### src/rtl/ppc_defs.svh
/*
 * Constants of the port pin configuration block: register indices,
 * reset values, bus field positions and pin positions.
 * Assumes inclusion by bare name from the package and the module.
 */
`ifndef PPC_DEFS_SVH
`define PPC_DEFS_SVH

// register indices; byte address is four times the index
`define PPC_IDX_W 10
`define PPC_IDX_DATA 10'h258
`define PPC_IDX_INPUT 10'h259
`define PPC_IDX_DIR 10'h25A
`define PPC_IDX_DRIVE 10'h25B
`define PPC_IDX_PULL 10'h25C
`define PPC_IDX_POL 10'h25D
`define PPC_IDX_MASK 10'h25E
`define PPC_IDX_FLAG 10'h25F
// word index sits above the two byte-lane bits
`define PPC_IDX_LSB 2
`define PPC_IDX_MSB 11

// reset values
`define PPC_RST_DIR 8'h00
`define PPC_RST_DRIVE 8'h00
`define PPC_RST_PULL 8'h00
`define PPC_RST_POL 8'h00
`define PPC_RST_DATA 8'h00
`define PPC_RST_MASK 8'h00
`define PPC_RST_FLAG 8'h00

// bus encodings
`define PPC_HTRANS_ACTIVE 1
`define PPC_HRESP_OKAY 1'h0
`define PPC_PORT_W 8

// pins with special overrides
`define PPC_PIN_SHDN 7
`define PPC_PIN_SCI_TX 2
`define PPC_PIN_TIM_MID 1
`define PPC_PIN_SCI_RX 0

`endif

### src/rtl/ppc_pkg.sv
/*
 * Types of the port pin configuration block.
 * Assumes the constant header is on the include path.
 */
`include "ppc_defs.svh"

package ppc_pkg;
    // bus slave sequencing
    typedef enum logic [1:0] {
        PPC_IDLE,
        PPC_RD_WAIT,
        PPC_RD_DONE
    } ppc_state_e;

    typedef logic [`PPC_IDX_W-1:0] ppc_idx_t;
endpackage

### src/rtl/ppc_port.sv
/*
 * Eight-pin general purpose port configuration: direction with
 * peripheral overrides, reduced drive, pull device control, edge flags
 * with interrupt, all behind an AHB-Lite slave.
 * Assumes a single AHB-Lite master and pins that arrive asynchronously.
 */
// The AHB-Lite register port was left to the implementer.
`timescale 1ns/1ps
`include "ppc_defs.svh"

module ppc_port
    import ppc_pkg::*;
#(
    parameter int NPINS = `PPC_PORT_W
) (
    input wire logic hclk,
    input wire logic hresetn,
    input wire logic hsel,
    input wire logic [31:0] haddr,
    input wire logic [1:0] htrans,
    input wire logic hwrite,
    input wire logic [2:0] hsize,
    input wire logic [31:0] hwdata,
    input wire logic hready,
    output logic hreadyout,
    output logic [31:0] hrdata,
    output logic hresp,
    input wire logic [NPINS-1:0] pin_i,
    output logic [NPINS-1:0] pin_o,
    output logic [NPINS-1:0] pin_oe,
    output logic [NPINS-1:0] drive_reduced,
    output logic [NPINS-1:0] pull_en,
    output logic [NPINS-1:0] pull_down,
    output logic [NPINS-1:0] port_p_direction,
    output logic [NPINS-1:0] port_p_polarity_select,
    output logic irq,
    input wire logic [NPINS-1:0] pwm_chan_en,
    input wire logic pwm_shutdown_en,
    input wire logic [2:0] timer_oc_en,
    input wire logic serial_en,
    input wire logic [1:0] serial_pin_dir
);

    // the override map is wired to fixed pin positions
    if (NPINS != `PPC_PORT_W) begin : g_bad_width
        $error("ppc_port supports exactly eight pins");
    end

    ppc_state_e state_q;
    ppc_idx_t idx_q;
    logic wr_q;
    logic hreadyout_q;
    logic [31:0] hrdata_q;
    logic [NPINS-1:0] dir_q, drive_q, pull_q, pol_q, data_q, mask_q, flag_q;
    logic [NPINS-1:0] sync1_q, sync2_q, sync3_q, filt_q, filt_prev_q;
    logic [NPINS-1:0] dir_eff_d, dir_eff_q;
    logic [NPINS-1:0] drive_out_q, pull_en_q, pull_down_q;
    logic irq_q;
    logic [NPINS-1:0] wdat;
    logic [NPINS-1:0] set_v;
    logic [NPINS-1:0] rd_val;
    logic addr_take;
    logic wr_dir, wr_drive, wr_pull, wr_pol, wr_data, wr_mask, wr_flag;

    // an active transfer is taken only when the bus is ready
    assign addr_take = hsel && hready && htrans[`PPC_HTRANS_ACTIVE];
    assign wdat = hwdata[NPINS-1:0];

    // write strobes live in the data phase that follows the address phase
    always_comb begin
        wr_dir = 1'b0;
        wr_drive = 1'b0;
        wr_pull = 1'b0;
        wr_pol = 1'b0;
        wr_data = 1'b0;
        wr_mask = 1'b0;
        wr_flag = 1'b0;
        if (wr_q && idx_q == `PPC_IDX_DIR) begin
            wr_dir = 1'b1;
        end else if (wr_q && idx_q == `PPC_IDX_DRIVE) begin
            wr_drive = 1'b1;
        end else if (wr_q && idx_q == `PPC_IDX_PULL) begin
            wr_pull = 1'b1;
        end else if (wr_q && idx_q == `PPC_IDX_POL) begin
            wr_pol = 1'b1;
        end else if (wr_q && idx_q == `PPC_IDX_DATA) begin
            wr_data = 1'b1;
        end else if (wr_q && idx_q == `PPC_IDX_MASK) begin
            wr_mask = 1'b1;
        end else if (wr_q && idx_q == `PPC_IDX_FLAG) begin
            wr_flag = 1'b1;
        end
    end

    // read mux; unmapped words read as zero
    always_comb begin
        rd_val = '0;
        if (idx_q == `PPC_IDX_DATA) begin
            rd_val = (dir_q & data_q) | (~dir_q & filt_q);
        end else if (idx_q == `PPC_IDX_INPUT) begin
            rd_val = filt_q;
        end else if (idx_q == `PPC_IDX_DIR) begin
            rd_val = dir_q;
        end else if (idx_q == `PPC_IDX_DRIVE) begin
            rd_val = drive_q;
        end else if (idx_q == `PPC_IDX_PULL) begin
            rd_val = pull_q;
        end else if (idx_q == `PPC_IDX_POL) begin
            rd_val = pol_q;
        end else if (idx_q == `PPC_IDX_MASK) begin
            rd_val = mask_q;
        end else if (idx_q == `PPC_IDX_FLAG) begin
            rd_val = flag_q;
        end
    end

    // bus sequencing: writes take no wait, reads take one so that a read
    // right behind a write sees the freshly written value
    always_ff @(posedge hclk or negedge hresetn) begin
        if (!hresetn) begin
            state_q <= PPC_IDLE;
            idx_q <= '0;
            wr_q <= 1'b0;
            hreadyout_q <= 1'b1;
            hrdata_q <= 32'h00000000;
        end else begin
            case (state_q)
                PPC_IDLE: begin
                    wr_q <= addr_take && hwrite;
                    if (addr_take) begin
                        idx_q <= haddr[`PPC_IDX_MSB:`PPC_IDX_LSB];
                    end
                    if (addr_take && !hwrite) begin
                        hreadyout_q <= 1'b0;
                        state_q <= PPC_RD_WAIT;
                    end
                end
                PPC_RD_WAIT: begin
                    wr_q <= 1'b0;
                    hrdata_q <= {{(32 - NPINS){1'b0}}, rd_val};
                    hreadyout_q <= 1'b1;
                    state_q <= PPC_RD_DONE;
                end
                default: begin
                    // data is sampled now; a new address phase may sit here
                    wr_q <= addr_take && hwrite;
                    if (addr_take) begin
                        idx_q <= haddr[`PPC_IDX_MSB:`PPC_IDX_LSB];
                    end
                    if (addr_take && !hwrite) begin
                        hreadyout_q <= 1'b0;
                        state_q <= PPC_RD_WAIT;
                    end else begin
                        state_q <= PPC_IDLE;
                    end
                end
            endcase
        end
    end

    // configuration registers, writable in any mode; overrides act only downstream,
    // so software reads back the value it wrote, save DATA bits set as inputs, which read the filtered pin
    always_ff @(posedge hclk or negedge hresetn) begin
        if (!hresetn) begin
            dir_q <= `PPC_RST_DIR;
            drive_q <= `PPC_RST_DRIVE;
            pull_q <= `PPC_RST_PULL;
            pol_q <= `PPC_RST_POL;
            data_q <= `PPC_RST_DATA;
            mask_q <= `PPC_RST_MASK;
        end else begin
            if (wr_dir) dir_q <= wdat;
            if (wr_drive) drive_q <= wdat;
            if (wr_pull) pull_q <= wdat;
            if (wr_pol) pol_q <= wdat;
            if (wr_data) data_q <= wdat;
            if (wr_mask) mask_q <= wdat;
        end
    end

    // pin synchroniser; the filtered level moves only when stages 2 and 3 agree
    always_ff @(posedge hclk or negedge hresetn) begin
        if (!hresetn) begin
            sync1_q <= '0;
            sync2_q <= '0;
            sync3_q <= '0;
            filt_q <= '0;
            filt_prev_q <= '0;
        end else begin
            sync1_q <= pin_i;
            sync2_q <= sync1_q;
            sync3_q <= sync2_q;
            filt_q <= (sync2_q & sync3_q) | (filt_q & (sync2_q ^ sync3_q));
            filt_prev_q <= filt_q;
        end
    end

    // effective direction per pin, priority shutdown (pin 7 only), pwm, timer, serial, register
    for (genvar i = 0; i < NPINS; i++) begin : g_dir
        always_comb begin
            dir_eff_d[i] = dir_q[i];
            if (i == `PPC_PIN_SHDN && pwm_shutdown_en) begin
                dir_eff_d[i] = 1'b0;
            end else if (pwm_chan_en[i]) begin
                dir_eff_d[i] = 1'b1;
            end else if (i <= `PPC_PIN_SCI_TX && timer_oc_en[i % (`PPC_PIN_SCI_TX + 1)]) begin
                dir_eff_d[i] = 1'b1;
            end else if (i == `PPC_PIN_SCI_TX && serial_en) begin
                dir_eff_d[i] = serial_pin_dir[1];
            end else if (i == `PPC_PIN_SCI_RX && serial_en) begin
                dir_eff_d[i] = serial_pin_dir[0];
            end
        end
    end

    // pin controls; the pad sees reduced drive only when driving out and
    // the pull device only when receiving, whatever function owns the pin
    always_ff @(posedge hclk or negedge hresetn) begin
        if (!hresetn) begin
            dir_eff_q <= '0;
            drive_out_q <= '0;
            pull_en_q <= '0;
            pull_down_q <= '0;
        end else begin
            dir_eff_q <= dir_eff_d;
            drive_out_q <= drive_q & dir_eff_d;
            pull_en_q <= pull_q & ~dir_eff_d;
            pull_down_q <= pol_q;
        end
    end

    // active edge follows polarity: rising when 1, falling when 0
    assign set_v = (pol_q & filt_q & ~filt_prev_q)
        | (~pol_q & ~filt_q & filt_prev_q);

    // sticky edge flags; a new edge beats a simultaneous clear
    always_ff @(posedge hclk or negedge hresetn) begin
        if (!hresetn) begin
            flag_q <= `PPC_RST_FLAG;
        end else begin
            flag_q <= (flag_q & ~(wr_flag ? wdat : '0)) | set_v;
        end
    end

    // level interrupt while any unmasked flag stands
    always_ff @(posedge hclk or negedge hresetn) begin
        if (!hresetn) begin
            irq_q <= 1'b0;
        end else begin
            irq_q <= |(flag_q & mask_q);
        end
    end

    // every output below is a flop or a constant tie
    assign hreadyout = hreadyout_q;
    assign hrdata = hrdata_q;
    assign hresp = `PPC_HRESP_OKAY;
    assign pin_o = data_q;
    assign pin_oe = dir_eff_q;
    assign drive_reduced = drive_out_q;
    assign pull_en = pull_en_q;
    assign pull_down = pull_down_q;
    assign port_p_direction = dir_q;
    assign port_p_polarity_select = pol_q;
    assign irq = irq_q;

    // true when no peripheral claims any pin, so the stored bits alone decide
    logic no_ovr;
    assign no_ovr = !(|pwm_chan_en) && !pwm_shutdown_en && !(|timer_oc_en) && !serial_en;
endmodule

### config.mk
export PLATFORM = sky130hd
export DESIGN_NAME = ppc_port
export DESIGN_NICKNAME = d
export VERILOG_FILES = /design/src/rtl/ppc_pkg.sv /design/src/rtl/ppc_port.sv
export VERILOG_INCLUDE_DIRS = /design/src /design/src/rtl
export SDC_FILE = /design/constraint.sdc
export NUM_CORES = 1
export LEC_CHECK = 0
export BUFFER_PORTS_ARGS = -buffer_cell sky130_fd_sc_hd__buf_4
export CAP_MARGIN = 10
export CORE_MARGIN = 10
export CORE_UTILIZATION = 51
export CTS_CLUSTER_SIZE = 28
export DETAILED_ROUTE_END_ITERATION = 16
export PLACE_DENSITY = 0.8
export SLEW_MARGIN = 25
export SYNTH_ARGS = -nofsm -noshare
export SYNTH_HDL_FRONTEND = slang
export SYNTH_SLANG_ARGS = --single-unit
### constraint.sdc
create_clock -name hclk -period 2.1 [get_ports hclk]
set_clock_uncertainty 0.15 [all_clocks]
set_input_delay 0.105 -clock hclk [delete_from_list [all_inputs] [get_ports hclk]]
set_output_delay 0.105 -clock hclk [all_outputs]
set_load 0.01 [all_outputs]
== Word level (Yosys, flattened, before mapping) ==
Index checks and enable logic that the tools add are counted.

* Bits in registers: 151
* Bits of input ports: 97
* Output and inout port bits: 91
* Logic and storage cells: 129

* Equal/unequal tests: 10
* Multiplexer cells: 57
* Bitwise operators: 24
* Reduce and logical (&&, ||, !) cells: 16

{| class="wikitable"
|+ Operator list
! kind !! number
|-
| AND 8 bit || 12
|-
| equality test 10 bit, second input constant || 8
|-
| 2-to-1 mux 8 bit || 9
|-
| NOT 8 bit || 6
|-
| 2-to-1 mux 1 bit || 46
|-
| OR 8 bit || 4
|-
| logical AND 1 bit || 11
|-
| OR reduction 8 bit || 1
|-
| XOR 8 bit || 1
|-
| one-hot mux 2 bit (2 select lines) || 1
|-
| equality test 2 x 1 -> 1 bit, second input constant || 1
|-
| logical NOT 2 bit || 1
|-
| 2-to-1 mux 2 bit || 1
|-
| inequality test 2 bit, second input constant || 1
|-
| AND reduction 2 bit || 1
|-
| nonzero test 2 bit || 1
|-
| logical NOT 1 bit || 1
|-
| NOT 1 bit || 1
|}

== Longest topological paths before layout ==
* Depth in word-level cells: 13
* Gate-level depth with buffers: 6
* Gate-level depth less buffers: 4

== Worst setup path after synthesis ==
No wires, ideal clock.

* Kind: reg-to-reg
* From: register idx_q[8]
* To: register data_q[0] (netlist: pin_o[0])
* Library setup time: 0.125 ns
* Arrival time: 1.660 ns
* Required time: 1.825 ns
* Path slack: 0.165 ns
* Cell stages (with the launch flop): 6
* Buffers on the path: 1
* Clock period less this slack: 1.935 ns
* Cells stage by stage: dfrtp_1 -> and4bb_2 -> nand2_2 -> or4_4 -> buf_6 -> mux2_4

* Longest elaborated chain between the ends: 7
* Elaborated cells on any way between the ends: 15
* Classes of those cells: eq/ne: 5; mux: 5; reduce/logical: 5

{| class="wikitable"
|+ RTL lines
! item !! RTL line !! text
|-
| start: declaration || ppc_port.sv:50 || <nowiki>ppc_idx_t idx_q;</nowiki>
|-
| start signal: assignment || ppc_port.sv:131 || <nowiki>idx_q <= haddr[`PPC_IDX_MSB:`PPC_IDX_LSB];</nowiki>
|-
| start signal: assignment || ppc_port.sv:148 || <nowiki>idx_q <= haddr[`PPC_IDX_MSB:`PPC_IDX_LSB];</nowiki>
|-
| equality test 10 bit (no source line) || n/a ||
|-
| logical AND 1 bit (no source line) || n/a ||
|-
| 2-to-1 mux 1 bit || ppc_port.sv:86 || <nowiki>end else if (wr_q && idx_q == `PPC_IDX_DATA) begin</nowiki>
|-
| 2-to-1 mux 1 bit || ppc_port.sv:84 || <nowiki>end else if (wr_q && idx_q == `PPC_IDX_POL) begin</nowiki>
|-
| 2-to-1 mux 1 bit || ppc_port.sv:82 || <nowiki>end else if (wr_q && idx_q == `PPC_IDX_PULL) begin</nowiki>
|-
| 2-to-1 mux 1 bit || ppc_port.sv:80 || <nowiki>end else if (wr_q && idx_q == `PPC_IDX_DRIVE) begin</nowiki>
|-
| 2-to-1 mux 1 bit * || ppc_port.sv:78 || <nowiki>if (wr_q && idx_q == `PPC_IDX_DIR) begin</nowiki>
|-
| end signal: assignment || ppc_port.sv:169 || <nowiki>data_q <= `PPC_RST_DATA;</nowiki>
|-
| end signal: assignment || ppc_port.sv:176 || <nowiki>if (wr_data) data_q <= wdat;</nowiki>
|-
| end: declaration || ppc_port.sv:54 || <nowiki>logic [NPINS-1:0] dir_q, drive_q, pull_q, pol_q, data_q, mask_q, flag_q;</nowiki>
|}

Every way passes the cells marked *; elsewhere a longest branch is shown, timed or not.
A chain may end at the register's enable or synchronous reset.

== Final worst setup path ==
* From: input pwm_chan_en[0]
* To: register drive_out_q[0] (netlist: drive_reduced[0])

* Longest elaborated chain between the ends: 2

{| class="wikitable"
|+ RTL lines
! item !! RTL line !! text
|-
| start: declaration || ppc_port.sv:37 || <nowiki>input wire logic [NPINS-1:0] pwm_chan_en,</nowiki>
|-
| 2-to-1 mux 1 bit || ppc_port.sv:204 || <nowiki>end else if (pwm_chan_en[i]) begin</nowiki>
|-
| named net dir_eff_d[0] || ppc_port.sv:56 || <nowiki>logic [NPINS-1:0] dir_eff_d, dir_eff_q;</nowiki>
|-
| AND 8 bit || ppc_port.sv:226 || <nowiki>drive_out_q <= drive_q & dir_eff_d;</nowiki>
|-
| end signal: assignment || ppc_port.sv:226 ||
|-
| end: declaration || ppc_port.sv:57 || <nowiki>logic [NPINS-1:0] drive_out_q, pull_en_q, pull_down_q;</nowiki>
|}

The timed path passes the listed nets, and every way through them passes these cells.

==> impl_metrics.yaml <==
outcome:
  status: "complete, no violations"
yosys:
  synth_edf_count: 0
  yosys_register_bits: 151
  synth_area_sq_um: 6120
  syn_avg_cell_area_sq_um: 13.6
  ys_seq_area_share_pct: 61.8
  synth.distinct_cells: 42
  synth-main-ff-cell: "dfrtp_1"
  yosysWarnings: 0
  syn_inst: 450
  synthArstFlopShare_pct: 100
power_and_ir_drop:
  leakagePower_nw: 4.10
  p_total_mw: 7.33
  p_int_mw: 5.68
  seqPwrFrac_pct: 42.8
  peakVddDrop_v: 0.000922
  p_sw_share_pct: 22.5
  p_comb_share_pct: 11.2
  powerDensity_nw_per_um2: 879
  clockPowerShare_pct: 46.1
  p_sw_mw: 1.65
route:
  dr.pass1.iters: 4
  drt_iter0_drc: 284
  post_drt_wl_per_cell_um: 19.4
  vias: 4298
  drc_errors: 0
  wirelength_mm: 15.5
  antenna_left: 0
  vias_per_cell: 5.37
layout:
  final_nets: 749
  drive_above_1_share_pct: 36.7
  final_cell_count_no_fill: 800
  largest_register_ffs: 10
  stdcell_area_sq_um: 8340
  n_fill_cell: 749
  largest-register: "idx_q"
  final_common_cell: "dfrtp_1"
  n_antenna_cell: 0
  areaGrowthSynthToFinish_pct: 36.2
  final_cell_mix: "150 x dfrtp_1, 139 x buf_4, 50 x mux2_2"
die:
  die_width_um: 130
  rows: 39
  die_area_sq_um: 16800
  pin_count: 188
  fp.dieH_um: 130
  floorplan.initialDensity_pct: 52.9
  core_area_sq_um: 11600
sta:
  final.min_clock_period_ns: 2.05
  rsz0062_at_grt: "no"
  setup_viol: 0
  tightest_slew_ns: 0.572
  hold_viol: 0
  fmax_mhz: 488
  period_share_pct: 97.7
  drv_slew: 0
  slew_headroom_pct: 61.9
  fin_setup_tns_ns: 0
setup_path:
  r2r-end: "pin_o[2]"
  arrival_ns: 2.21
  crit_required_ns: 2.26
  crit_path_end_kind: "flop"
  reg2reg_slack_ns: 0.10
  path_class: "in -> reg"
  r2r-start: "idx_q[8]"
  r2r_cells: 4
  path_max_fanout: 2
  start_kind: "input port"
clock_network:
  cts_root_buf: "clkbuf_16"
  cts_resized: 0
  clock_path_buffers: 2
  clk_latency_ns: 0.42
  h-tree-depth: 4
  cts_tree: "done"
  cts_setup_buffers: 0
  cts_buffers: 17
  clk_pin_slew_ns: 0.06
  clock_sinks: 151
global_routing:
  grt_overflow: 0
  grt_pass1_wl_mm: 24.7
  grt-busiest-layer: "met2"
  groute.usage.overall_pct: 19.2
  grtUsageMet1_pct: 22.3
  use_met3_pct: 6.93
  met2_usage_pct: 32.1
  antenna_found_initial: 0
  grt_pass1_vias: 4697
  grt_max_degree: 62
placement:
  place_inst: 721
  dpl.hpwl_mm: 10.6
  place_area_sq_um: 7210
  gp_congestion: 0.866
  portBuffers: 112
job:
  drv_cap: 0
min_path:
  hold_class: "in -> async"
==> cell type report <==
cell class / count / area (sq um) / share of cell area (%)
Inverter: 14 / 52.6 / 0.630
Multi-Input combinational cell: 272 / 2120 / 25.5
Clock inverter: 8 / 168 / 2.01
Sequential cell: 151 / 3780 / 45.3
Tap cell: 143 / 179 / 2.15
Timing Repair Buffer: 188 / 1550 / 18.5
Clock buffer: 24 / 492 / 5.90
==> kinds of logic after synthesis <==
logic type	share of synthesized area, %
other	0.0613
AOI/OAI and AO/OA	6.85
DFF	61.8
buffers and inverters	5.05
adders and majority gates	1.64
muxes	16.8
and+or+nand+nor	7.89
==> power groups by stage <==
stage,sequential (mW),clock (mW),combinational [mW]
after floorplan,3.17,0,0.454
after global placement,3.17,0,0.715
after detailed placement,3.18,0,0.741
after CTS,3.14,3.42,0.815
final,3.14,3.38,0.819
after global routing,3.15,3.57,0.892
==> worst max path at each step <==
stage | end | slack (ns) | from | cells past startpoint
after floorplan | pin_o[0] | 0.17 | idx_q[8] | 5
after global placement | pin_o[5] | 0.13 | idx_q[8] | 4
after detailed placement | drive_q[4] | 0.10 | idx_q[8] | 6
after CTS | drive_reduced[0] | 0.08 | pwm_chan_en[0] | 7
after global routing | drive_reduced[0] | 0.02 | pwm_chan_en[0] | 7
final | drive_reduced[0] | 0.05 | pwm_chan_en[0] | 7
==> cell usage after synthesis, types with 3 or more instances <==
| master | count | area share, % |
|---|---|---|
| ha_1 | 8 | 1.6 |
| inv_1 | 14 | 0.86 |
| dfrtp_1 | 150 | 61 |
| a32o_1 | 7 | 1.1 |
| mux2i_1 | 32 | 5.2 |
| a21o_1 | 16 | 2.0 |
| or2_2 | 4 | 0.41 |
| a22oi_1 | 4 | 0.49 |
| nor2_1 | 21 | 1.3 |
| nand2b_1 | 3 | 0.31 |
| buf_2 | 4 | 0.33 |
| nor2b_1 | 3 | 0.31 |
| mux2_4 | 8 | 2.0 |
| a221o_1 | 7 | 1.1 |
| buf_4 | 26 | 3.2 |
| mux2_2 | 50 | 9.2 |
| nand2_1 | 36 | 2.2 |
| clkbuf_1 | 3 | 0.18 |
| o221ai_1 | 7 | 1.0 |
| o21ai_0 | 9 | 0.74 |
| and2_1 | 10 | 1.0 |
==> routing by layer <==
layer  wire length (um)  vias up  share of wire (%)
met5                  0        -                  0
met4                284        0                1.8
met3               1380       26                8.9
met2               7890      172                 51
met1               5970     2168                 38
li1                   -     1932                  -
==> critical path, stage by stage <==
cell and delay (ns):
dlygate4sd3_1 0.53, buf_4 0.13, nor2_1 0.07, dlygate4sd3_1 0.57
nand2_1 0.05, dlygate4sd3_1 0.58, and2_1 0.18
==> metrics by stage <==
step | hold WS (ns) | utilization (%) | setup WS [ns]
after floorplan | -0.341 | - | 0.165
after global placement | -0.0421 | 62.3 | 0.133
after detailed placement | -0.0264 | 62.3 | 0.101
after CTS | 0.0827 | 72.1 | 0.0769
after global routing | 0.123 | 72.1 | 0.0151
final | 0.0725 | 72.1 | 0.0488
==> what timing repair did <==
action / in CTS / in global routing
hold buffers: 47 / 1
hold endpoints to repair: 252 / 1
setup endpoints to repair: 0 / 1
No activity file was read; power rests on OpenSTA's default activity.
